--- src/card_if_pkg.sv ---
// constants and carrier types of the card interface status block
package card_if_pkg;
  // register byte offsets
  localparam logic [7:0] CMD_OFS     = 8'h00;
  localparam logic [7:0] MODE_OFS    = 8'h04;
  localparam logic [7:0] DTO_OFS     = 8'h08;
  localparam logic [7:0] RXDATA_OFS  = 8'h0C;
  localparam logic [7:0] TXDATA_OFS  = 8'h10;
  localparam logic [7:0] STATUS_OFS  = 8'h14;
  localparam logic [7:0] IRQ_SET_OFS = 8'h18;
  localparam logic [7:0] IRQ_CLR_OFS = 8'h1C;
  localparam logic [7:0] IRQ_MASK_OFS = 8'h20;
  // command word fields
  localparam int CMD_INDEX_LSB = 0;
  localparam int CMD_INDEX_W   = 6;
  localparam int RSP_TYPE_LSB  = 6;
  localparam int MAX_RESPONSE_LATENCY_BIT    = 12;
  localparam int TRCMD_LSB     = 16;
  localparam logic [1:0] TRCMD_START = 2'h1;
  // mode and timeout fields
  localparam int DMA_MODE_BIT  = 15;
  localparam int DTO_CYC_LSB   = 0;
  localparam int DTO_MUL_LSB   = 4;
  // status bit positions, shared by mask registers
  localparam int B_CMD_READY   = 0;
  localparam int B_RX_READY    = 1;
  localparam int B_TX_READY    = 2;
  localparam int B_BLOCK_END   = 3;
  localparam int B_XFER_BUSY   = 4;
  localparam int B_CARD_READY  = 5;
  localparam int B_RX_END      = 6;
  localparam int B_TX_END      = 7;
  localparam int B_RX_FULL     = 14;
  localparam int B_TX_EMPTY    = 15;
  localparam int B_RESP_INDEX  = 16;
  localparam int B_RESP_DIR    = 17;
  localparam int B_RESP_CRC    = 18;
  localparam int B_RESP_END    = 19;
  localparam int B_RESP_TIME   = 20;
  localparam int B_DATA_CRC    = 21;
  localparam int B_DATA_TIME   = 22;
  localparam int B_OVERRUN     = 30;
  localparam int B_UNDERRUN    = 31;
  localparam logic [31:0] STATUS_USED = 32'hC07F_C0FF;
  // timing counts
  localparam int RESP_LAT_SHORT = 5;
  localparam int RESP_LAT_LONG  = 64;
  localparam int MUL_0 = 1;
  localparam int MUL_1 = 16;
  localparam int MUL_2 = 128;
  localparam int MUL_3 = 256;
  localparam int MUL_4 = 1024;
  localparam int MUL_5 = 4096;
  localparam int TIMER_W = 24;

  typedef struct packed {
    logic [5:0] index;
    logic       dir_bit;
    logic       end_bit;
    logic [6:0] crc_recv;
    logic [6:0] crc_calc;
  } resp_report_t;

  typedef struct packed {
    logic [15:0] crc_recv;
    logic [15:0] crc_calc;
  } data_crc_t;
endpackage

--- src/card_if_status_irq.sv ---
// status, interrupt mask and data registers of the card interface
//
// Overview of operation
// - command ready low while command runs, set when sent, cleared by command write
// - receive ready set on new data, cleared by reading receive data
// - transmit ready set when written word enters shifter, clear while waiting
// - block ended at last block in DMA mode, else first; status read clears
// - transfer busy held until trailing checksum finishes
// - card ready follows data line 0 high
// - receive end set when counter reaches zero, cleared by counter writes
// - transmit end set when counter reaches zero, cleared by counter writes
// - buffer full/empty exactly when both counters are zero
// - response index mismatch sets error, command write clears
// - missing direction bit in response sets error
// - response 7-bit checksum mismatch sets error, command write clears
// - missing response end bit sets error, command write clears
// - no response start within latency sets timeout, command write clears
// - data 16-bit checksum mismatch sets error, new transfer command clears
// - inter-block wait over programmed limit sets timeout, command write clears
// - lost received data sets overrun, new transfer command clears
// - sending unwritten data sets underrun, new transfer command clears
// - enable write sets mask bits written as one, only at used status positions
// - disable write clears mask bits written as one
// - mask view reads back enabled positions
// - response latency 5 or 64 card cycles by command bit
// - data timeout is cycle count times coded multiplier
// - overrun and underrun inactive in DMA mode
// - command writes ignored while command ready is low
`timescale 1ns/1ps
module card_if_status_irq #(
  parameter int MUL_6 = 65536,
  parameter int MUL_7 = 1048576
) (
  input  wire logic                      pclk,
  input  wire logic                      presetn,
  input  wire logic                      psel,
  input  wire logic                      penable,
  input  wire logic                      pwrite,
  input  wire logic [7:0]                paddr,
  input  wire logic [31:0]               pwdata,
  output logic      [31:0]               prdata,
  output logic                           pready,
  output logic                           pslverr,
  input  wire logic                      card_data_line0,
  input  wire logic                      card_clk_tick,
  input  wire logic                      cmd_sent,
  input  wire logic                      resp_start,
  input  wire logic                      resp_valid,
  input  wire card_if_pkg::resp_report_t resp,
  input  wire logic                      rx_word_valid,
  input  wire logic [31:0]               rx_word,
  input  wire logic                      tx_shift_load,
  input  wire logic                      block_end,
  input  wire logic                      last_block,
  input  wire logic                      data_wait,
  input  wire logic                      data_crc_valid,
  input  wire card_if_pkg::data_crc_t    data_crc,
  input  wire logic                      xfer_crc_done,
  input  wire logic                      rx_counter_zero,
  input  wire logic                      rx_next_counter_zero,
  input  wire logic                      tx_counter_zero,
  input  wire logic                      tx_next_counter_zero,
  input  wire logic                      rx_counter_write,
  input  wire logic                      tx_counter_write,
  output logic      [31:0]               cmd_word,
  output logic                           cmd_start,
  output logic      [31:0]               tx_data,
  output logic                           dma_oriented_mode,
  output logic                           irq
);
  if (MUL_6 < 1 || MUL_7 < MUL_6 || MUL_7 > 1048576)
  begin : bad_multiplier
    $error("timeout multipliers out of range");
  end

  localparam int TW = card_if_pkg::TIMER_W;

  logic        setup;
  logic        wr;
  logic        rd;
  logic        cmd_wr;
  logic        data_cmd;
  logic        status_rd;
  logic        rxdata_rd;
  logic [31:0] status;
  logic [31:0] mask;
  logic [31:0] rx_data;
  logic [31:0] next_rdata;
  logic        next_err;
  logic [3:0]  dto_cyc;
  logic [2:0]  dto_mul;
  logic [TW-1:0] dto_limit;
  logic [TW-1:0] resp_limit;
  logic        cmd_ready;
  logic        rx_ready;
  logic        tx_ready;
  logic        block_ended;
  logic        first_seen;
  logic        xfer_busy;
  logic [2:0]  card_data_line0_sync;
  logic        card_ready;
  logic        rx_end;
  logic        tx_end;
  logic        rx_full;
  logic        tx_empty;
  logic [6:0]  resp_err;
  logic        overrun;
  logic        underrun;
  logic        resp_wait;
  logic        resp_timeout;
  logic        data_timeout;
  logic        rx_hit_d;

  ////////////////////////////////////////////////////////////////////////
  // apb slave

  assign setup     = psel && !penable;
  assign wr        = psel && penable && pready && pwrite;
  assign rd        = psel && penable && pready && !pwrite;
  assign cmd_wr    = wr && paddr == card_if_pkg::CMD_OFS && cmd_ready;
  assign data_cmd  = cmd_wr && pwdata[card_if_pkg::TRCMD_LSB +: 2] == card_if_pkg::TRCMD_START;
  assign status_rd = rd && paddr == card_if_pkg::STATUS_OFS;
  assign rxdata_rd = rd && paddr == card_if_pkg::RXDATA_OFS;

  always_comb
  begin
    next_rdata = 32'h0000_0000;
    next_err   = 1'b0;
    unique case (paddr)
      card_if_pkg::MODE_OFS:     next_rdata[card_if_pkg::DMA_MODE_BIT] = dma_oriented_mode;
      card_if_pkg::DTO_OFS:      next_rdata[6:0] = {dto_mul, dto_cyc};
      card_if_pkg::RXDATA_OFS:   next_rdata = rx_data;
      card_if_pkg::STATUS_OFS:   next_rdata = status;
      card_if_pkg::IRQ_MASK_OFS: next_rdata = mask;
      card_if_pkg::CMD_OFS, card_if_pkg::TXDATA_OFS,
      card_if_pkg::IRQ_SET_OFS, card_if_pkg::IRQ_CLR_OFS: next_rdata = 32'h0000_0000;
      default:                   next_err = 1'b1;
    endcase
  end

  always_ff @(posedge pclk or negedge presetn)
  begin
    if (!presetn)
    begin
      pready  <= 1'b0;
      prdata  <= 32'h0000_0000;
      pslverr <= 1'b0;
    end
    else
    begin
      pready  <= setup;
      prdata  <= setup ? next_rdata : 32'h0000_0000;
      pslverr <= setup && next_err;
    end
  end

  ////////////////////////////////////////////////////////////////////////
  // control registers

  always_ff @(posedge pclk or negedge presetn)
  begin
    if (!presetn)
    begin
      dma_oriented_mode <= 1'b0;
      dto_cyc           <= 4'h0;
      dto_mul           <= 3'h0;
    end
    else if (wr && paddr == card_if_pkg::MODE_OFS)
      dma_oriented_mode <= pwdata[card_if_pkg::DMA_MODE_BIT];
    else if (wr && paddr == card_if_pkg::DTO_OFS)
    begin
      dto_cyc <= pwdata[card_if_pkg::DTO_CYC_LSB +: 4];
      dto_mul <= pwdata[card_if_pkg::DTO_MUL_LSB +: 3];
    end
  end

  always_ff @(posedge pclk or negedge presetn)
  begin
    if (!presetn)
    begin
      cmd_word  <= 32'h0000_0000;
      cmd_start <= 1'b0;
    end
    else
    begin
      cmd_start <= cmd_wr;
      if (cmd_wr)
        cmd_word <= pwdata;
    end
  end

  always_ff @(posedge pclk or negedge presetn)
  begin
    if (!presetn)
      tx_data <= 32'h0000_0000;
    else if (wr && paddr == card_if_pkg::TXDATA_OFS)
      tx_data <= pwdata;
  end

  always_ff @(posedge pclk or negedge presetn)
  begin
    if (!presetn)
      mask <= 32'h0000_0000;
    else if (wr && paddr == card_if_pkg::IRQ_SET_OFS)
      mask <= mask | (pwdata & card_if_pkg::STATUS_USED);
    else if (wr && paddr == card_if_pkg::IRQ_CLR_OFS)
      mask <= mask & ~pwdata;
  end

  ////////////////////////////////////////////////////////////////////////
  // command, data and buffer flags

  always_ff @(posedge pclk or negedge presetn)
  begin
    if (!presetn)
      cmd_ready <= 1'b1;
    else if (cmd_sent)
      cmd_ready <= 1'b1;
    else if (cmd_wr)
      cmd_ready <= 1'b0;
  end

  always_ff @(posedge pclk or negedge presetn)
  begin
    if (!presetn)
    begin
      rx_ready <= 1'b0;
      rx_data  <= 32'h0000_0000;
      rx_hit_d <= 1'b0;
    end
    else
    begin
      rx_hit_d <= rx_word_valid;
      if (rx_word_valid)
      begin
        rx_ready <= 1'b1;
        rx_data  <= rx_word;
      end
      else if (rxdata_rd && !rx_hit_d)
        rx_ready <= 1'b0;
    end
  end

  always_ff @(posedge pclk or negedge presetn)
  begin
    if (!presetn)
      tx_ready <= 1'b1;
    else if (tx_shift_load)
      tx_ready <= 1'b1;
    else if (wr && paddr == card_if_pkg::TXDATA_OFS)
      tx_ready <= 1'b0;
  end

  // a flag is only cleared by a status read that reported it set
  always_ff @(posedge pclk or negedge presetn)
  begin
    if (!presetn)
    begin
      block_ended <= 1'b0;
      first_seen  <= 1'b0;
    end
    else
    begin
      if (data_cmd)
        first_seen <= 1'b0;
      else if (block_end)
        first_seen <= 1'b1;
      if (block_end && (dma_oriented_mode ? last_block : !first_seen))
        block_ended <= 1'b1;
      else if (status_rd && prdata[card_if_pkg::B_BLOCK_END])
        block_ended <= 1'b0;
    end
  end

  always_ff @(posedge pclk or negedge presetn)
  begin
    if (!presetn)
      xfer_busy <= 1'b0;
    else if (data_cmd)
      xfer_busy <= 1'b1;
    else if (xfer_crc_done)
      xfer_busy <= 1'b0;
  end

  // three-stage pin sampler, change taken when last two agree
  always_ff @(posedge pclk or negedge presetn)
  begin
    if (!presetn)
    begin
      card_data_line0_sync  <= 3'h0;
      card_ready <= 1'b0;
    end
    else
    begin
      card_data_line0_sync <= {card_data_line0_sync[1:0], card_data_line0};
      if (card_data_line0_sync[1] == card_data_line0_sync[2])
        card_ready <= card_data_line0_sync[2];
    end
  end

  always_ff @(posedge pclk or negedge presetn)
  begin
    if (!presetn)
    begin
      rx_end   <= 1'b0;
      tx_end   <= 1'b0;
      rx_full  <= 1'b0;
      tx_empty <= 1'b0;
    end
    else
    begin
      if (rx_counter_write)
        rx_end <= 1'b0;
      else if (rx_counter_zero)
        rx_end <= 1'b1;
      if (tx_counter_write)
        tx_end <= 1'b0;
      else if (tx_counter_zero)
        tx_end <= 1'b1;
      rx_full  <= rx_counter_zero && rx_next_counter_zero;
      tx_empty <= tx_counter_zero && tx_next_counter_zero;
    end
  end

  ////////////////////////////////////////////////////////////////////////
  // response and data errors

  always_ff @(posedge pclk or negedge presetn)
  begin
    if (!presetn)
      resp_wait <= 1'b0;
    else if (cmd_wr)
      resp_wait <= pwdata[card_if_pkg::RSP_TYPE_LSB +: 2] != 2'h0;
    else if (resp_start || resp_timeout)
      resp_wait <= 1'b0;
  end

  assign resp_limit = cmd_word[card_if_pkg::MAX_RESPONSE_LATENCY_BIT] ? TW'(card_if_pkg::RESP_LAT_LONG)
                                                        : TW'(card_if_pkg::RESP_LAT_SHORT);

  timeout_counter #(
    .W (TW)
  ) resp_timer (
    .pclk    (pclk),
    .presetn (presetn),
    .run     (resp_wait && !cmd_start),
    .tick    (card_clk_tick),
    .limit   (resp_limit),
    .expired (resp_timeout)
  );

  always_comb
  begin
    unique case (dto_mul)
      3'h0: dto_limit = TW'(card_if_pkg::MUL_0);
      3'h1: dto_limit = TW'(card_if_pkg::MUL_1);
      3'h2: dto_limit = TW'(card_if_pkg::MUL_2);
      3'h3: dto_limit = TW'(card_if_pkg::MUL_3);
      3'h4: dto_limit = TW'(card_if_pkg::MUL_4);
      3'h5: dto_limit = TW'(card_if_pkg::MUL_5);
      3'h6: dto_limit = TW'(MUL_6);
      3'h7: dto_limit = TW'(MUL_7);
    endcase
    dto_limit = TW'(dto_limit * TW'(dto_cyc));
  end

  timeout_counter #(
    .W (TW)
  ) data_timer (
    .pclk    (pclk),
    .presetn (presetn),
    .run     (data_wait && xfer_busy),
    .tick    (1'b1),
    .limit   (dto_limit),
    .expired (data_timeout)
  );

  // bits: index, dir, crc, end, resp timeout, data crc, data timeout
  always_ff @(posedge pclk or negedge presetn)
  begin
    if (!presetn)
      resp_err <= 7'h00;
    else
    begin
      if (resp_valid && resp.index != cmd_word[card_if_pkg::CMD_INDEX_LSB +: card_if_pkg::CMD_INDEX_W])
        resp_err[0] <= 1'b1;
      else if (cmd_wr)
        resp_err[0] <= 1'b0;
      if (resp_valid && !resp.dir_bit)
        resp_err[1] <= 1'b1;
      else if (cmd_wr)
        resp_err[1] <= 1'b0;
      if (resp_valid && resp.crc_recv != resp.crc_calc)
        resp_err[2] <= 1'b1;
      else if (cmd_wr)
        resp_err[2] <= 1'b0;
      if (resp_valid && !resp.end_bit)
        resp_err[3] <= 1'b1;
      else if (cmd_wr)
        resp_err[3] <= 1'b0;
      if (resp_timeout)
        resp_err[4] <= 1'b1;
      else if (cmd_wr)
        resp_err[4] <= 1'b0;
      if (data_crc_valid && data_crc.crc_recv != data_crc.crc_calc)
        resp_err[5] <= 1'b1;
      else if (data_cmd)
        resp_err[5] <= 1'b0;
      if (data_timeout)
        resp_err[6] <= 1'b1;
      else if (cmd_wr)
        resp_err[6] <= 1'b0;
    end
  end

  always_ff @(posedge pclk or negedge presetn)
  begin
    if (!presetn)
    begin
      overrun  <= 1'b0;
      underrun <= 1'b0;
    end
    else
    begin
      if (rx_word_valid && rx_ready && !(rxdata_rd && !rx_hit_d) && !dma_oriented_mode)
        overrun <= 1'b1;
      else if (data_cmd)
        overrun <= 1'b0;
      if (tx_shift_load && tx_ready && !dma_oriented_mode)
        underrun <= 1'b1;
      else if (data_cmd)
        underrun <= 1'b0;
    end
  end

  always_comb
  begin
    status = 32'h0000_0000;
    status[card_if_pkg::B_CMD_READY]  = cmd_ready;
    status[card_if_pkg::B_RX_READY]   = rx_ready;
    status[card_if_pkg::B_TX_READY]   = tx_ready;
    status[card_if_pkg::B_BLOCK_END]  = block_ended;
    status[card_if_pkg::B_XFER_BUSY]  = xfer_busy;
    status[card_if_pkg::B_CARD_READY] = card_ready;
    status[card_if_pkg::B_RX_END]     = rx_end;
    status[card_if_pkg::B_TX_END]     = tx_end;
    status[card_if_pkg::B_RX_FULL]    = rx_full;
    status[card_if_pkg::B_TX_EMPTY]   = tx_empty;
    status[card_if_pkg::B_DATA_TIME:card_if_pkg::B_RESP_INDEX] = resp_err;
    status[card_if_pkg::B_OVERRUN]    = overrun;
    status[card_if_pkg::B_UNDERRUN]   = underrun;
  end

  always_ff @(posedge pclk or negedge presetn)
  begin
    if (!presetn)
      irq <= 1'b0;
    else
      irq <= |(status & mask);
  end
endmodule

--- src/timeout_counter.sv ---
// tick counter that pulses once when the wait passes its limit
`timescale 1ns/1ps
module timeout_counter #(
  parameter int W = 24
) (
  input  wire logic         pclk,
  input  wire logic         presetn,
  input  wire logic         run,
  input  wire logic         tick,
  input  wire logic [W-1:0] limit,
  output logic              expired
);
  logic [W-1:0] count;
  logic         fired;
  logic [W-1:0] next_count;

  assign next_count = count + W'(1);

  always_ff @(posedge pclk or negedge presetn)
  begin
    if (!presetn)
    begin
      count   <= '0;
      fired   <= 1'b0;
      expired <= 1'b0;
    end
    else if (!run)
    begin
      count   <= '0;
      fired   <= 1'b0;
      expired <= 1'b0;
    end
    else
    begin
      expired <= 1'b0;
      if (tick && !fired)
      begin
        count <= next_count;
        if (next_count > limit)
        begin
          expired <= 1'b1;
          fired   <= 1'b1;
        end
      end
    end
  end
endmodule

--- config.mk ---
export PLATFORM = sky130hd
export DESIGN_NAME = card_if_status_irq
export DESIGN_NICKNAME = d
export VERILOG_FILES = /design/src/card_if_pkg.sv /design/src/card_if_status_irq.sv /design/src/timeout_counter.sv
export SDC_FILE = /design/constraint.sdc
export NUM_CORES = 1
export LEC_CHECK = 0
export ABC_AREA = 1
export BUFFER_PORTS_ARGS = -buffer_cell sky130_fd_sc_hd__buf_2
export CAP_MARGIN = 20
export CORE_ASPECT_RATIO = 0.5
export CORE_MARGIN = 1.5
export CORE_UTILIZATION = 50
export DETAILED_ROUTE_END_ITERATION = 8
export GPL_TIMING_DRIVEN = 0
export PLACE_DENSITY = 0.74
export SYNTH_ARGS = -nofsm -noshare
export SYNTH_HDL_FRONTEND = slang
export SYNTH_HIERARCHICAL = 1
export SYNTH_SLANG_ARGS = --single-unit
--- constraint.sdc ---
create_clock -name pclk -period 5.35 [get_ports pclk]
set_input_delay 0.535 -clock pclk [delete_from_list [all_inputs] [get_ports pclk]]
set_output_delay 0.535 -clock pclk [all_outputs]
set_load 0.02 [all_outputs]
-- After elaboration in Yosys (flattened, before gate mapping)
Memories as Yosys holds them, arrays and structs flattened.
Cells that the tools add are included.
- output and inout port bits: 101
- input port bits: 149
- logic and storage cells: 191
- ROM bits: 64
- flip-flop bits (word level): 249
- memories: 1
- reductions and logical operators: 70
- bitwise operators: 5
- equal/unequal tests: 16
- add/subtract/negate cells: 2
- muxes and demuxes: 53
- multiply operators: 1
- order comparisons: 2
- memories (memory ; depth ; bits a word ; rd ports ; clocked after Yosys merged registers in ; write ports ; RTL line ; RTL):
    (name not given) ; 8 ; 8 ; 1 ; 0 ; 0 ; card_if_status_irq.sv:354 ; unique case (dto_mul)
- operators by type and width (cell ; count):
    $mux W24 ; 4
    $mux W32 ; 3
    $and A32 B32 Y32 ; 2
    $add A24 B1 Y24 const B ; 2
    $pmux W16 S3 ; 1
    $mux W1 ; 41
    $reduce_bool A2 Y1 ; 20
    $logic_and A1 B1 Y1 ; 34
    $eq A8 B5 Y1 const B ; 4
    $not A32 Y32 ; 1
    $or A32 B32 Y32 ; 1
    $reduce_or A32 Y1 ; 1
    $pmux W7 S4 ; 1
    $gt A24 B24 Y1 ; 1
    $gt A24 B7 Y1 ; 1
    $mul A24 B4 Y24 ; 1
    $pmux W8 S3 ; 1
    $eq A8 B4 Y1 const B ; 2
    $ne A16 B16 Y1 ; 1
    $logic_not A1 Y1 ; 10
    $reduce_or A9 Y1 ; 1
    $eq A8 B3 Y1 const B ; 1
    $eq A8 B6 Y1 const B ; 1
    $logic_not A8 Y1 ; 1
    other kinds (10) ; 13

-- Logic depth before layout (Yosys ltp)
Gate-level depths: netlist of the first run.
- word-level depth: 9
- mapped depth: 27

-- Modules after synthesis
The synthesis of the first run kept the hierarchy.
- modules (own cells, without submodules) (module ; area an instance (um2) ; cells an instance ; times used ; sequential area each (um2)):
    card_if_status_irq ; 9387.8 ; 1154 ; 1 ; 4932.2
    timeout_counter at data_timer ; 2367.3 ; 357 ; 1 ; 650.6
    timeout_counter at resp_timer ; 2366.0 ; 351 ; 1 ; 650.6

-- Worst setup path after synthesis of the first run
No wires, ideal clock.
- path kind: register to register
- from: register dto_mul[0]
- to: register data_timer.fired
- path slack: 1.997 ns
- arrival time: 3.235 ns
- setup time: 0.118 ns
- cell stages (with the launch flop): 24
- buffers on the path: 1
- path through: dfrtp_1 buf_2 nor3_1 inv_1 nor2_1 ha_1 fa_1 ha_1 nand2_1 nand2_1 a21boi_0 nand2_1 nand2_1 nand3_1 nand2_1 inv_1 ha_1 nand2_1 nor2_1 nand3_1 nor2_1 a21oi_1 nand2_1 nand2_1
- cells in the longest elaborated chain, start to end: 6
- RTL lines (element ; RTL line ; RTL):
    from (decl) ; card_if_status_irq.sv:91 ; logic [2:0] dto_mul;
    from (signal assigned) ; card_if_status_irq.sv:173 ; dto_mul <= pwdata[card_if_pkg::DTO_MUL_LSB +: 3];
    $mem_v2 Z8 W8 ; n/a ;
    $mul A24 B4 Y24 ; card_if_status_irq.sv:364 ; dto_limit = TW'(dto_limit * TW'(dto_cyc));
    net dto_limit[19] ; card_if_status_irq.sv:92 ; logic [TW-1:0] dto_limit;
    $gt A24 B24 Y1 ; timeout_counter.sv:39 ; if (next_count > limit)
    $mux W1 ; timeout_counter.sv:39 ;
    $mux W1 ; timeout_counter.sv:36 ; if (tick && !fired)
    $mux W1 ; timeout_counter.sv:27 ; else if (!run)
    to (signal assigned) ; timeout_counter.sv:24 ; fired <= 1'b0;
    to (signal assigned) ; timeout_counter.sv:30 ; fired <= 1'b0;
    to (signal assigned) ; timeout_counter.sv:42 ; fired <= 1'b1;
    to (decl) ; timeout_counter.sv:14 ; logic fired;
The timed path passes the listed nets, and every way through them passes these cells.
A chain may end at the register's enable or synchronous reset.

-- Worst setup path after layout of the first run
- from: register dto_mul[2]
- to: register data_timer.expired
- cells in the longest elaborated chain, start to end: 6
- RTL lines (element ; RTL line ; RTL):
    $mem_v2 Z8 W8 ; n/a ;
    $mul A24 B4 Y24 ; card_if_status_irq.sv:364 ;
    net dto_limit[19] ; card_if_status_irq.sv:92 ;
    $gt A24 B24 Y1 ; timeout_counter.sv:39 ;
    $mux W1 ; timeout_counter.sv:39 ;
    $mux W1 ; timeout_counter.sv:36 ;
    $mux W1 ; timeout_counter.sv:27 ;
    to (signal assigned) ; timeout_counter.sv:31 ; expired <= 1'b0;
    to (signal assigned) ; timeout_counter.sv:35 ; expired <= 1'b0;
    to (signal assigned) ; timeout_counter.sv:41 ; expired <= 1'b1;
    to (decl) ; timeout_counter.sv:11 ; output logic expired
The timed path passes the listed nets, and every way through them passes these cells.

==> report_table.html, run 1 <==
<table>
<tr><th>Metric</th><th>Value</th></tr>
<tr><th colspan="2">Floorplanning</th></tr>
<tr><td>X dimension of the die</td><td>approximately 240 µm</td></tr>
<tr><td>Die outline height</td><td>121.8 µm</td></tr>
<tr><td>Area inside the core boundary</td><td>~28000 µm²</td></tr>
<tr><td>Effective utilization at floorplan</td><td>between 50% and 60%</td></tr>
<tr><td>Die area</td><td>just under 30000 µm²</td></tr>
<tr><td>I/O pin count</td><td>250</td></tr>
<tr><td>Number of standard-cell rows in the floorplan</td><td>43</td></tr>
<tr><th colspan="2">Setup path</th></tr>
<tr><td>Worst setup path startpoint</td><td>dto_mul[2]</td></tr>
<tr><td>Maximum fanout along the worst path</td><td>6</td></tr>
<tr><td>Required time reported for the critical path endpoint</td><td>between 5000 and 6000 ps</td></tr>
<tr><td>Worst setup EP type</td><td>flip-flop</td></tr>
<tr><td>Signal arrival time at the worst endpoint</td><td>between 4000 and 5000 ps</td></tr>
<tr><td>Type of origin of the critical path</td><td>flip-flop</td></tr>
<tr><td>WS Path Type</td><td>flip-flop to flip-flop</td></tr>
<tr><td>Worst r2r src</td><td>dto_mul[2]</td></tr>
<tr><th colspan="2">Layout</th></tr>
<tr><td>Share of layout cells above drive strength 1</td><td>between 10% and 20%</td></tr>
<tr><td>Synth-to-layout area growth</td><td>18.95%</td></tr>
<tr><td>Number of cells in the finished layout apart from fillers</td><td>roughly 2.6k</td></tr>
<tr><td>Filler cell count</td><td>roughly 2.6k</td></tr>
<tr><td>Final layout net count</td><td>approximately 2.4k</td></tr>
<tr><th colspan="2">Timing</th></tr>
<tr><td>Shortest clock period the worst path allows after layout</td><td>about 4000 ps</td></tr>
<tr><td>Peak Freq</td><td>roughly 250 MHz</td></tr>
<tr><td>Final Setup Violations</td><td>0</td></tr>
<tr><td>Count of final max-slew check failures</td><td>0</td></tr>
<tr><td>Period utilization</td><td>approximately 74%</td></tr>
<tr><td>Relative slew slack</td><td>57.61%</td></tr>
<tr><td>Worst-case setup margin in the final layout</td><td>around 1400 ps</td></tr>
<tr><td>Worst Skew</td><td>about 16 ps</td></tr>
<tr><td>Hold violation total from the final report</td><td>0</td></tr>
<tr><td>Transition time at the pin with the least slew margin</td><td>roughly 640 ps</td></tr>
<tr><td>RSZ-0062 raised after global routing</td><td>false</td></tr>
<tr><td>Hold Slack</td><td>approximately 82 ps</td></tr>
<tr><th colspan="2">Logic synthesis</th></tr>
<tr><td>Library cells used by synthesis</td><td>48</td></tr>
<tr><td>Cell area after synthesis</td><td>14120 µm²</td></tr>
<tr><td>Yosys reg bits</td><td>about 250</td></tr>
<tr><td>Sequential-to-total area share from yosys stat</td><td>around 44%</td></tr>
<tr><td>Per-instance average area after synthesis</td><td>roughly 7.6 µm²</td></tr>
<tr><td>Synth warnings</td><td>6</td></tr>
<tr><td>Most used flip-flop cell after synthesis</td><td>dfrtp_1</td></tr>
<tr><td>Instance count of the mapped netlist</td><td>1862</td></tr>
<tr><td>Asr flop ratio synth</td><td>100.0%</td></tr>
<tr><td>Number of enable flip-flop cells after synthesis</td><td>0</td></tr>
<tr><th colspan="2">Routing</th></tr>
<tr><td>DR DRC count</td><td>0</td></tr>
<tr><td>DR vias/cell</td><td>between 4 and 5</td></tr>
<tr><td>TritonRoute pass-1 iters</td><td>5</td></tr>
<tr><td>Number of vias in the routed layout</td><td>12.78k</td></tr>
<tr><td>Number of antenna-violating nets in the routed design</td><td>0</td></tr>
<tr><td>Total wirelength of the detailed-routed design</td><td>just under 40000 µm</td></tr>
<tr><td>Routed length per placed instance</td><td>15.21 µm</td></tr>
<tr><td>Starting DRT DRC Count</td><td>slightly above 800</td></tr>
<tr><th colspan="2">Clock tree</th></tr>
<tr><td>Clock tree from TritonCTS</td><td>built</td></tr>
<tr><td>Number of gates given a new drive strength after cts</td><td>0</td></tr>
<tr><td>H-tree depth</td><td>1</td></tr>
<tr><td>Cts bufs inserted</td><td>24</td></tr>
<tr><td>CTS Buffer Depth</td><td>3</td></tr>
<tr><td>Number of sinks on the clock net</td><td>roughly 250</td></tr>
<tr><td>Cts-stage hold buffer count</td><td>1</td></tr>
<tr><td>Master cell of the clock root buffer</td><td>clkbuf_16</td></tr>
<tr><td>Clock latency on the worst-skew pair</td><td>about 560 ps</td></tr>
<tr><td>Setup repair bufs after CTS</td><td>0</td></tr>
<tr><td>CTS clock-pin slew for the worst setup and hold paths</td><td>70 ps</td></tr>
<tr><th colspan="2">Placed design</th></tr>
<tr><td>Number of buffer cells added on primary ports</td><td>between 200 and 250</td></tr>
<tr><td>Placed Cells incl. Taps</td><td>~2.5k</td></tr>
<tr><td>Pre-CTS setup slack</td><td>1461 ps</td></tr>
<tr><td>Detail Placement HPWL</td><td>roughly 30000 µm</td></tr>
<tr><td>Final estimated routing congestion in global placement</td><td>just over 0.9</td></tr>
<tr><th colspan="2">Power</th></tr>
<tr><td>Worst VDD drop</td><td>153.6 µV</td></tr>
<tr><td>Static Leakage</td><td>9.183 nW</td></tr>
<tr><td>Total power per unit cell area</td><td>231.8 nW/µm²</td></tr>
<tr><th colspan="2">Global route</th></tr>
<tr><td>First-pass GRT wire length</td><td>approximately 63000 µm</td></tr>
<tr><td>Antenna violations before repair</td><td>7</td></tr>
<tr><td>Number of global-route vias before repair</td><td>roughly 13k</td></tr>
<tr><td>Aggregate global routing overflow</td><td>0</td></tr>
<tr><td>Maximum number of pins on one net before global-route repair</td><td>roughly 120</td></tr>
<tr><td>Global routing usage summed across all routing layers</td><td>between 20% and 30%</td></tr>
<tr><th colspan="2">Worst hold path</th></tr>
<tr><td>Hold crit path type</td><td>input pin to flip-flop</td></tr>
<tr><td>Hold path start</td><td>card_data_line0</td></tr>
<tr><th colspan="2">Run</th></tr>
<tr><td>Number of maximum-capacitance constraint violations</td><td>0</td></tr>
<tr><th colspan="2">Run status</th></tr>
<tr><td>Run status</td><td>completed</td></tr>
</table>
## critical path, stage by stage, from the launching register on
cell,delay [ps]
dfrtp_1,480
inv_1,160
nor3_1,250
inv_1,120
nor2_1,110
ha_1,180
fa_1,420
ha_1,360
nand2_1,90
nand2_1,60
a21boi_0,150
nand2_1,100
nand2_1,100
nand3_1,80
nand2_1,70
inv_1,40
ha_1,310
nand2_1,60
nor2_1,120
nand3_1,80
nor2_1,200
nand2_1,80
nand3_1,70
nand2_1,70
inv_1,140
## sequential cells by signal, summed over array words and instances, names as in the netlist, 3 cells and up, named ones only
| register | cells |
|---|---|
| card_data_line0_sync | 3 |
| cmd_word | 32 |
| data_timer/count | 24 |
| dto_cyc | 4 |
| dto_mul | 3 |
| mask | 13 |
| prdata | 32 |
| resp_err | 7 |
| resp_timer/count | 24 |
| rx_data | 32 |
| tx_data | 32 |
## area by class of cell
| class | instances | area [µm²] | share of cell area, % |
|---|---|---|---|
| multi-input combinational | 1300 | 6619 | 39.40 |
| sequential | 249 | 6233 | 37.11 |
| antenna | 7 | 17.52 | 0.1043 |
| buffer | 42 | 249.0 | 1.482 |
| inverter | 291 | 1095 | 6.518 |
| clock inverter | 14 | 131.4 | 0.7821 |
| timing repair buffer | 252 | 1321 | 7.866 |
| clock buffer | 30 | 653.1 | 3.888 |
| tap | 382 | 478.0 | 2.845 |
## power by group
| group | total [mW] | switching (mW) | internal, mW |
|---|---|---|---|
| logic | 0.240 | 0.155 | 0.0847 |
| clock network | 1.73 | 0.798 | 0.927 |
| registers | 1.93 | 0.0160 | 1.91 |
| total | 3.89 | 0.969 | 2.92 |
## per-stage QoR
step | TNS, ps | cell area [µm²] | power [mW] | util, %
3_3_place_gp | -192860 | 15920 | 2.193 | 57.46
3_5_place_dp | 0 | 15990 | 2.204 | 57.69
5_1_grt | 0 | 16800 | 4.030 | 60.62
4_1_cts | 0 | 16780 | 3.923 | 60.56
2_1_floorplan | 0 | 14200 | 2.059 | -
6_report | 0 | 16800 | 3.893 | 60.62
## cell families after synthesis
| group | after synthesis | share of synthesized area, % |
|---|---|---|
| AOI/OAI and AO/OA | 229 | 9.374 |
| xor gates and xnor gates | 30 | 1.914 |
| adders and majority gates | 68 | 6.167 |
| buffers and inverters | 333 | 9.516 |
| DFF | 249 | 44.14 |
| other | 2 | 0.05318 |
| and+or+nand+nor | 951 | 28.83 |
## worst paths after layout
kind / slack [ps] / cells after the start / endpoint
worst min-delay path: 80 / 1 / card_data_line0_sync[0]
min in group asynchronous: 380 / 2 / cmd_word[24]
max in group asynchronous: 3590 / 4 / data_timer/count[20]
worst max register to register: 1370 / 24 / data_timer/expired
worst max-delay path: 1370 / 24 / data_timer/expired
worst min register to register: 350 / 0 / card_data_line0_sync[1]
## synth_stat cells, types with 7 or more instances
library cell,n,area (µm²)
nor3_1,17,85.08
a21boi_0,12,90.09
nand3_1,91,455.4
nor2_2,12,75.07
nand4_1,19,118.9
nand2_1,590,2215
buf_6,8,90.09
o21ai_0,62,310.3
inv_2,13,48.80
buf_2,19,95.09
a21o_1,7,52.55
dfrtp_1,247,6181
nand2_2,10,62.56
a21oi_1,38,190.2
clkbuf_1,13,48.80
o21ai_1,60,300.3
and2_1,20,125.1
xor2_1,25,219.0
inv_1,272,1021
o21ai_2,22,192.7
ha_1,64,800.8
o22ai_1,19,118.9
nor2_1,164,615.6
## layout by cell type (no fill, tap or decap), drive strengths merged, types with 3 or more instances in the layout
cell      count
nand2       603
inv         286
buf         280
dfrtp       247
nor2        183
o21ai       144
nand3        98
ha           64
clkbuf       43
a21oi        38
xor2         25
nor3         24
conb         22
and2         21
nand4        19
o22ai        19
clkinv       15
a21boi       14
diode         7
a21o          7
xnor2         5
o21bai        3
fa            3
clkinvlp      3
## metal layers
layer	vias to the layer above	share of wire (%)	track usage, %
met5	-	0	0
met4	0	3.0	8.923
met3	81	4.8	4.736
met1	6017	44	35.78
li1	6393	-	-
met2	292	48	47.24
(Power assumes the default switching activity.)
==> run 2, diff against run 1 <==
- clock period: 5.35 -> 3.91 ns (I/O delays scaled with it)
==> run 2 against run 1 <==
Non-clock buffer count rose by 9. Power up 37%. Largest power group unchanged. Routed wire length is 0.56% higher. Register-to-register slack got worse by 1200 ps. Count of clock-buffer cells in the layout unchanged.
==> report_table.html, run 2 (synthesized netlist as in run 1, its figures left out) <==
<table>
<tr><th>Metric</th><th>Value</th></tr>
<tr><th colspan="2">Run status</th></tr>
<tr><td>Run status</td><td>completed</td></tr>
<tr><th colspan="2">Setup path</th></tr>
<tr><td>Worst setup EP type</td><td>flip-flop</td></tr>
<tr><td>Register-to-register setup slack</td><td>about 210 ps</td></tr>
<tr><td>Destination of the worst register-to-register timing path</td><td>data_timer/expired</td></tr>
<tr><td>Worst r2r src</td><td>dto_mul[2]</td></tr>
<tr><td>Signal arrival time at the worst endpoint</td><td>roughly 4200 ps</td></tr>
<tr><td>Required time reported for the critical path endpoint</td><td>4400 ps</td></tr>
<tr><td>WS Path Type</td><td>flip-flop to flip-flop</td></tr>
<tr><td>Number of cells on the worst reg-to-reg path</td><td>23</td></tr>
<tr><td>Maximum fanout along the worst path</td><td>6</td></tr>
<tr><td>Type of origin of the critical path</td><td>flip-flop</td></tr>
<tr><th colspan="2">Floorplanning</th></tr>
<tr><td>I/O pin count</td><td>250</td></tr>
<tr><td>Die outline height</td><td>121.8 µm</td></tr>
<tr><td>Effective utilization at floorplan</td><td>50.96%</td></tr>
<tr><td>Die area</td><td>~30000 µm²</td></tr>
<tr><td>Number of standard-cell rows in the floorplan</td><td>43</td></tr>
<tr><td>X dimension of the die</td><td>roughly 240 µm</td></tr>
<tr><td>Area inside the core boundary</td><td>27710 µm²</td></tr>
<tr><th colspan="2">Routing</th></tr>
<tr><td>Routed length per placed instance</td><td>between 15 and 20 µm</td></tr>
<tr><td>TritonRoute pass-1 iters</td><td>5</td></tr>
<tr><td>DR vias/cell</td><td>4.979</td></tr>
<tr><td>Number of antenna-violating nets in the routed design</td><td>0</td></tr>
<tr><td>Starting DRT DRC Count</td><td>930</td></tr>
<tr><td>DR DRC count</td><td>0</td></tr>
<tr><td>Number of vias in the routed layout</td><td>12.83k</td></tr>
<tr><td>Total wirelength of the detailed-routed design</td><td>39270 µm</td></tr>
<tr><th colspan="2">Timing</th></tr>
<tr><td>Hold Slack</td><td>25.57 ps</td></tr>
<tr><td>Final Setup Violations</td><td>0</td></tr>
<tr><td>Worst Skew</td><td>around 16 ps</td></tr>
<tr><td>Peak Freq</td><td>between 200 and 300 MHz</td></tr>
<tr><td>Count of final max-slew check failures</td><td>0</td></tr>
<tr><td>Shortest clock period the worst path allows after layout</td><td>about 3700 ps</td></tr>
<tr><td>Transition time at the pin with the least slew margin</td><td>approximately 640 ps</td></tr>
<tr><td>Period utilization</td><td>a little over nine tenths</td></tr>
<tr><td>Hold violation total from the final report</td><td>0</td></tr>
<tr><td>Relative slew slack</td><td>57.52%</td></tr>
<tr><th colspan="2">Clock tree</th></tr>
<tr><td>H-tree depth</td><td>1</td></tr>
<tr><td>CTS clock-pin slew for the worst setup and hold paths</td><td>roughly 70 ps</td></tr>
<tr><td>Cts bufs inserted</td><td>24</td></tr>
<tr><td>Clock latency on the worst-skew pair</td><td>approximately 560 ps</td></tr>
<tr><td>CTS Buffer Depth</td><td>3</td></tr>
<tr><td>Clock tree from TritonCTS</td><td>built</td></tr>
<tr><td>Number of sinks on the clock net</td><td>249</td></tr>
<tr><td>Master cell of the clock root buffer</td><td>clkbuf_16</td></tr>
<tr><th colspan="2">Global route</th></tr>
<tr><td>Global routing usage summed across all routing layers</td><td>around 28%</td></tr>
<tr><td>First-pass GRT wire length</td><td>~63000 µm</td></tr>
<tr><td>Number of global-route vias before repair</td><td>12.58k</td></tr>
<tr><td>Aggregate global routing overflow</td><td>0</td></tr>
<tr><td>Antenna violations before repair</td><td>7</td></tr>
<tr><td>Maximum number of pins on one net before global-route repair</td><td>about 120</td></tr>
<tr><th colspan="2">Worst hold path</th></tr>
<tr><td>WHS Path Cells</td><td>3</td></tr>
<tr><td>Hold path start</td><td>rx_word[25]</td></tr>
<tr><td>Hold crit path type</td><td>input pin to flip-flop</td></tr>
<tr><td>Worst min-delay path endpoint</td><td>rx_data[25]</td></tr>
<tr><th colspan="2">Power</th></tr>
<tr><td>Total power per unit cell area</td><td>between 300 and 400 nW/µm²</td></tr>
<tr><td>Worst VDD drop</td><td>210.1 µV</td></tr>
<tr><td>Power, Total</td><td>around 5.3 mW</td></tr>
<tr><td>Static Leakage</td><td>roughly 9.2 nW</td></tr>
<tr><th colspan="2">Layout</th></tr>
<tr><td>Commonest non-fill, non-tap cells in the layout</td><td>590 x nand2_1, 268 x inv_1, 266 x buf_2</td></tr>
<tr><td>Share of layout cells above drive strength 1</td><td>between 10% and 20%</td></tr>
<tr><td>Final Instance Area</td><td>~17000 µm²</td></tr>
<tr><td>Filler cell count</td><td>about 2.5k</td></tr>
<tr><td>Final layout net count</td><td>around 2.4k</td></tr>
<tr><td>Synth-to-layout area growth</td><td>20.01%</td></tr>
<tr><td>Most frequent standard cell in the layout excluding fill and tap cells</td><td>nand2_1</td></tr>
<tr><th colspan="2">Placed design</th></tr>
<tr><td>Final estimated routing congestion in global placement</td><td>roughly 0.9</td></tr>
<tr><td>Number of buffer cells added on primary ports</td><td>249</td></tr>
<tr><td>Detail Placement HPWL</td><td>30060 µm</td></tr>
<tr><td>Area of placed instances</td><td>15990 µm²</td></tr>
<tr><th colspan="2">Run</th></tr>
<tr><td>Number of maximum-capacitance constraint violations</td><td>0</td></tr>
</table>
==> run 2: cell types whose count changed in the layout (fill, tap and decap cells not counted), sizes merged <==
cell,delta
buf,+4
dlygate4sd3,+5
==> run 2: repair_timing <==
item | 4_1_cts | 5_1_grt
pin swaps | 0 | 8
gates resized for setup | 1 | 20
hold buffers | 6 | 0
setup buffers | 0 | 4
endpoints found under the setup margin | 1 | 2
hold endpoints to repair | 23 | 0
==> run 2: worst max-delay path by stage <==
| stage | to | slack [ps] | cells past startpoint | startpoint |
|---|---|---|---|---|
| after floorplan | data_timer/fired | 560 | 23 | dto_mul[0] |
| after global placement | data_timer/count[19] | -2110 | 1 | presetn |
| after detailed placement | data_timer/expired | 20 | 23 | dto_mul[2] |
| after CTS | data_timer/expired | 50 | 23 | dto_mul[0] |
| after global routing | data_timer/expired | -100 | 23 | dto_mul[2] |
| final | data_timer/expired | 210 | 23 | dto_mul[2] |
==> run 2: report_power, final <==
group          internal (mW)  switching, mW
sequential              2.62         0.0220
combinational          0.120          0.213
clock                   1.27           1.09
total                   4.00           1.33
==> run 2: layer usage <==
metal  global-route usage [%]  share of wire (%)  vias to the layer above
met5                        0                  0                        -
met4                    8.923                3.0                        0
met3                    4.781                4.7                       80
met2                    47.24                 48                      273
met1                    35.80                 44                     6060
li1                         -                  -                     6414
==> run 2: area by class of cell <==
| class | instances | area (µm²) | area share (%) |
|---|---|---|---|
| multi-input combinational | 1300 | 6678 | 39.40 |
| sequential | 249 | 6236 | 36.80 |
| timing repair buffer | 261 | 1401 | 8.269 |
| inverter | 291 | 1100 | 6.490 |
| clock buffer | 30 | 653.1 | 3.854 |
| tap | 382 | 478.0 | 2.820 |
| buffer | 42 | 251.5 | 1.484 |
| clock inverter | 14 | 131.4 | 0.7752 |
| antenna | 7 | 17.52 | 0.1034 |
==> run 2: worst max-delay path: stages (launching register included) <==
cell      delay (ps)
dfrtp_2          440
inv_4             80
nor3_4           200
inv_1             90
nor2_1           120
ha_2             200
fa_1             440
ha_4             330
nand2_1           90
nor2_1           110
nand2_1           60
o211ai_1         180
nand3_1          120
nand2_1           90
inv_1             40
ha_1             290
nand2_1           50
nor2_1           120
nand3_1          100
nor2_2           170
nand2_1           70
nand3_1           60
nand2_1           80
inv_2            100
==> run 2: per-stage QoR <==
stage / worst slack [ps] / utilization [%] / std cells / TNS [ps]
after CTS: 54.53 / 60.75 / 2565 / 0
after detailed placement: 21.15 / 57.69 / 2515 / 0
final: 213.7 / 61.16 / 2576 / 0
after global routing: -96.05 / 61.16 / 2576 / -181.7
after floorplan: 556.9 / - / 1882 / 0
after global placement: -2109 / 57.46 / 2513 / -513980
==> run 3, diff against run 2 <==
- CORE_ASPECT_RATIO: 0.5 -> 1.1
==> run 3 against run 2 <==
Routed wire length increased by 6.7%. Sequential share of layout area shrank 0.10 points. Clock skew increased by 11 ps. Largest power group is now the clock network.
==> report_table.html, run 3 (synthesized netlist as in run 1, its figures left out) <==
<table>
<tr><th>Metric</th><th>Value</th></tr>
<tr><th colspan="2">Run status</th></tr>
<tr><td>Run status</td><td>completed</td></tr>
<tr><th colspan="2">Layout</th></tr>
<tr><td>Number of cells in the finished layout apart from fillers</td><td>around 2.6k</td></tr>
<tr><td>Final Instance Area</td><td>approximately 17000 µm²</td></tr>
<tr><td>Synth-to-layout area growth</td><td>20.34%</td></tr>
<tr><td>Share of layout cells above drive strength 1</td><td>between 10% and 20%</td></tr>
<tr><td>Commonest non-fill, non-tap cells in the layout</td><td>589 x nand2_1, 268 x inv_1, 267 x buf_2</td></tr>
<tr><td>Most frequent standard cell in the layout excluding fill and tap cells</td><td>nand2_1</td></tr>
<tr><td>Final layout net count</td><td>about 2.4k</td></tr>
<tr><th colspan="2">Floorplanning</th></tr>
<tr><td>Die area</td><td>29260 µm²</td></tr>
<tr><td>X dimension of the die</td><td>around 160 µm</td></tr>
<tr><td>Area inside the core boundary</td><td>between 20000 and 30000 µm²</td></tr>
<tr><td>Number of standard-cell rows in the floorplan</td><td>64</td></tr>
<tr><td>Die outline height</td><td>179.3 µm</td></tr>
<tr><td>I/O pin count</td><td>250</td></tr>
<tr><td>Effective utilization at floorplan</td><td>between 50% and 60%</td></tr>
<tr><th colspan="2">Timing</th></tr>
<tr><td>Final Setup Violations</td><td>0</td></tr>
<tr><td>Shortest clock period the worst path allows after layout</td><td>3614 ps</td></tr>
<tr><td>Hold Slack</td><td>about 33 ps</td></tr>
<tr><td>Worst-case setup margin in the final layout</td><td>between 200 and 300 ps</td></tr>
<tr><td>Peak Freq</td><td>between 200 and 300 MHz</td></tr>
<tr><td>Period utilization</td><td>between 90% and 100%</td></tr>
<tr><td>Transition time at the pin with the least slew margin</td><td>638.8 ps</td></tr>
<tr><td>Final TNS setup</td><td>0 ps</td></tr>
<tr><td>Hold violation total from the final report</td><td>0</td></tr>
<tr><td>Relative slew slack</td><td>57.41%</td></tr>
<tr><td>Worst Skew</td><td>approximately 28 ps</td></tr>
<tr><td>Count of final max-slew check failures</td><td>0</td></tr>
<tr><th colspan="2">Clock tree</th></tr>
<tr><td>Clock tree from TritonCTS</td><td>built</td></tr>
<tr><td>Clock latency on the worst-skew pair</td><td>roughly 550 ps</td></tr>
<tr><td>Master cell of the clock root buffer</td><td>clkbuf_16</td></tr>
<tr><td>CTS clock-pin slew for the worst setup and hold paths</td><td>60 ps</td></tr>
<tr><td>Cts bufs inserted</td><td>27</td></tr>
<tr><td>Number of sinks on the clock net</td><td>~250</td></tr>
<tr><td>CTS Buffer Depth</td><td>3</td></tr>
<tr><td>H-tree depth</td><td>1</td></tr>
<tr><th colspan="2">Global route</th></tr>
<tr><td>Maximum number of pins on one net before global-route repair</td><td>around 130</td></tr>
<tr><td>Aggregate global routing overflow</td><td>0</td></tr>
<tr><td>Number of global-route vias before repair</td><td>13.25k</td></tr>
<tr><td>Global routing usage summed across all routing layers</td><td>just under 30%</td></tr>
<tr><td>Antenna violations before repair</td><td>6</td></tr>
<tr><td>First-pass GRT wire length</td><td>around 66000 µm</td></tr>
<tr><th colspan="2">Placed design</th></tr>
<tr><td>Pre-CTS setup slack</td><td>17.48 ps</td></tr>
<tr><td>Detail Placement HPWL</td><td>~33000 µm</td></tr>
<tr><td>Final estimated routing congestion in global placement</td><td>about 0.9</td></tr>
<tr><td>Placed Cells incl. Taps</td><td>roughly 2.5k</td></tr>
<tr><td>Area of placed instances</td><td>15960 µm²</td></tr>
<tr><td>Number of buffer cells added on primary ports</td><td>249</td></tr>
<tr><th colspan="2">Worst hold path</th></tr>
<tr><td>Hold crit path type</td><td>input pin to flip-flop</td></tr>
<tr><th colspan="2">Setup path</th></tr>
<tr><td>WS Path Type</td><td>flip-flop to flip-flop</td></tr>
<tr><td>Worst setup EP type</td><td>flip-flop</td></tr>
<tr><td>Signal arrival time at the worst endpoint</td><td>between 4000 and 5000 ps</td></tr>
<tr><td>Required time reported for the critical path endpoint</td><td>approximately 4300 ps</td></tr>
<tr><td>Maximum fanout along the worst path</td><td>6</td></tr>
<tr><td>Type of origin of the critical path</td><td>flip-flop</td></tr>
<tr><td>Cell mode on critical path</td><td>nand2_1</td></tr>
<tr><td>Cell at the slowest stage of the critical path</td><td>dfrtp_2</td></tr>
<tr><td>Delay of the slowest critical-path stage</td><td>around 470 ps</td></tr>
<tr><th colspan="2">Routing</th></tr>
<tr><td>Number of vias in the routed layout</td><td>13.18k</td></tr>
<tr><td>Routed length per placed instance</td><td>about 16 µm</td></tr>
<tr><td>Number of antenna-violating nets in the routed design</td><td>0</td></tr>
<tr><td>DR DRC count</td><td>0</td></tr>
<tr><td>DR vias/cell</td><td>5.158</td></tr>
<tr><td>Total wirelength of the detailed-routed design</td><td>about 42000 µm</td></tr>
<tr><td>Starting DRT DRC Count</td><td>~870</td></tr>
<tr><td>TritonRoute pass-1 iters</td><td>6</td></tr>
<tr><th colspan="2">Power</th></tr>
<tr><td>Total power per unit cell area</td><td>between 300 and 400 nW/µm²</td></tr>
<tr><td>Static Leakage</td><td>just over 9 nW</td></tr>
<tr><td>Worst VDD drop</td><td>roughly 350 µV</td></tr>
<tr><th colspan="2">Run</th></tr>
<tr><td>Number of maximum-capacitance constraint violations</td><td>0</td></tr>
</table>
==> run 3: what timing repair did <==
action                     in CTS  in global routing
hold endpoints to repair       38                  0
pin swaps                       0                  3
cloned                          0                  0
buffers inserted                0                  2
hold buffers                    5                  0
resized for setup               1                 14
setup endpoints to repair       2                  2
==> run 3: power by group <==
part	switching [mW]	total, mW	internal, mW	leakage, nW
Combinational	0.223	0.342	0.119	5.51
Sequential	0.0250	2.64	2.62	3.31
Clock	1.09	2.66	1.58	0.457
==> run 3: path summary, 6_finish.rpt <==
kind	from	endpoint	slack [ps]	depth (start not counted)
setup / recovery	dto_mul[1]	data_timer/fired	300	25
hold / removal	pwdata[27]	mask[27]	30	2
setup reg to reg	dto_mul[1]	data_timer/fired	300	25
hold reg to reg	card_data_line0_sync[0]	card_data_line0_sync[1]	350	0
max in group asynchronous	presetn	rx_data[27]	2270	4
min in group asynchronous	presetn	resp_timer/count[20]	310	2
==> run 3: layer usage <==
layer	wire, µm	up-vias	track usage [%]
met1	15990	6180	32.10
met4	1787	6	12.23
met2	21160	463	53.43
met5	35	-	0
met3	2926	115	6.431
li1	-	6415	-
==> run 3: area by class of cell <==
cell class              count  area, µm²
diodes                      3      7.507
plain buffers              42      249.0
clock buffers              32      714.4
clock inverters            17      206.4
fillers                  2498      10790
inverters                 291       1095
multi-input cells        1300       6655
flip-flops and latches    249       6236
well taps                 363      454.2
repair buffers            258       1376
==> run 3: stage by stage <==
step	power [mW]	utilization, %
2_1_floorplan	2.817	-
3_3_place_gp	3.010	57.21
3_5_place_dp	3.026	57.44
4_1_cts	5.685	60.94
5_1_grt	5.812	61.14
6_report	5.649	61.16
==> run 3: worst max-delay path, delay by kind of cell, from the launching register on <==
| kind | cells | cell delay [ps] |
|---|---|---|
| DFF | 1 | 470 |
| AOI/OAI and AO/OA | 2 | 240 |
| and+or+nand+nor | 15 | 1280 |
| adders and majority gates | 4 | 1250 |
| buffers and inverters | 4 | 260 |
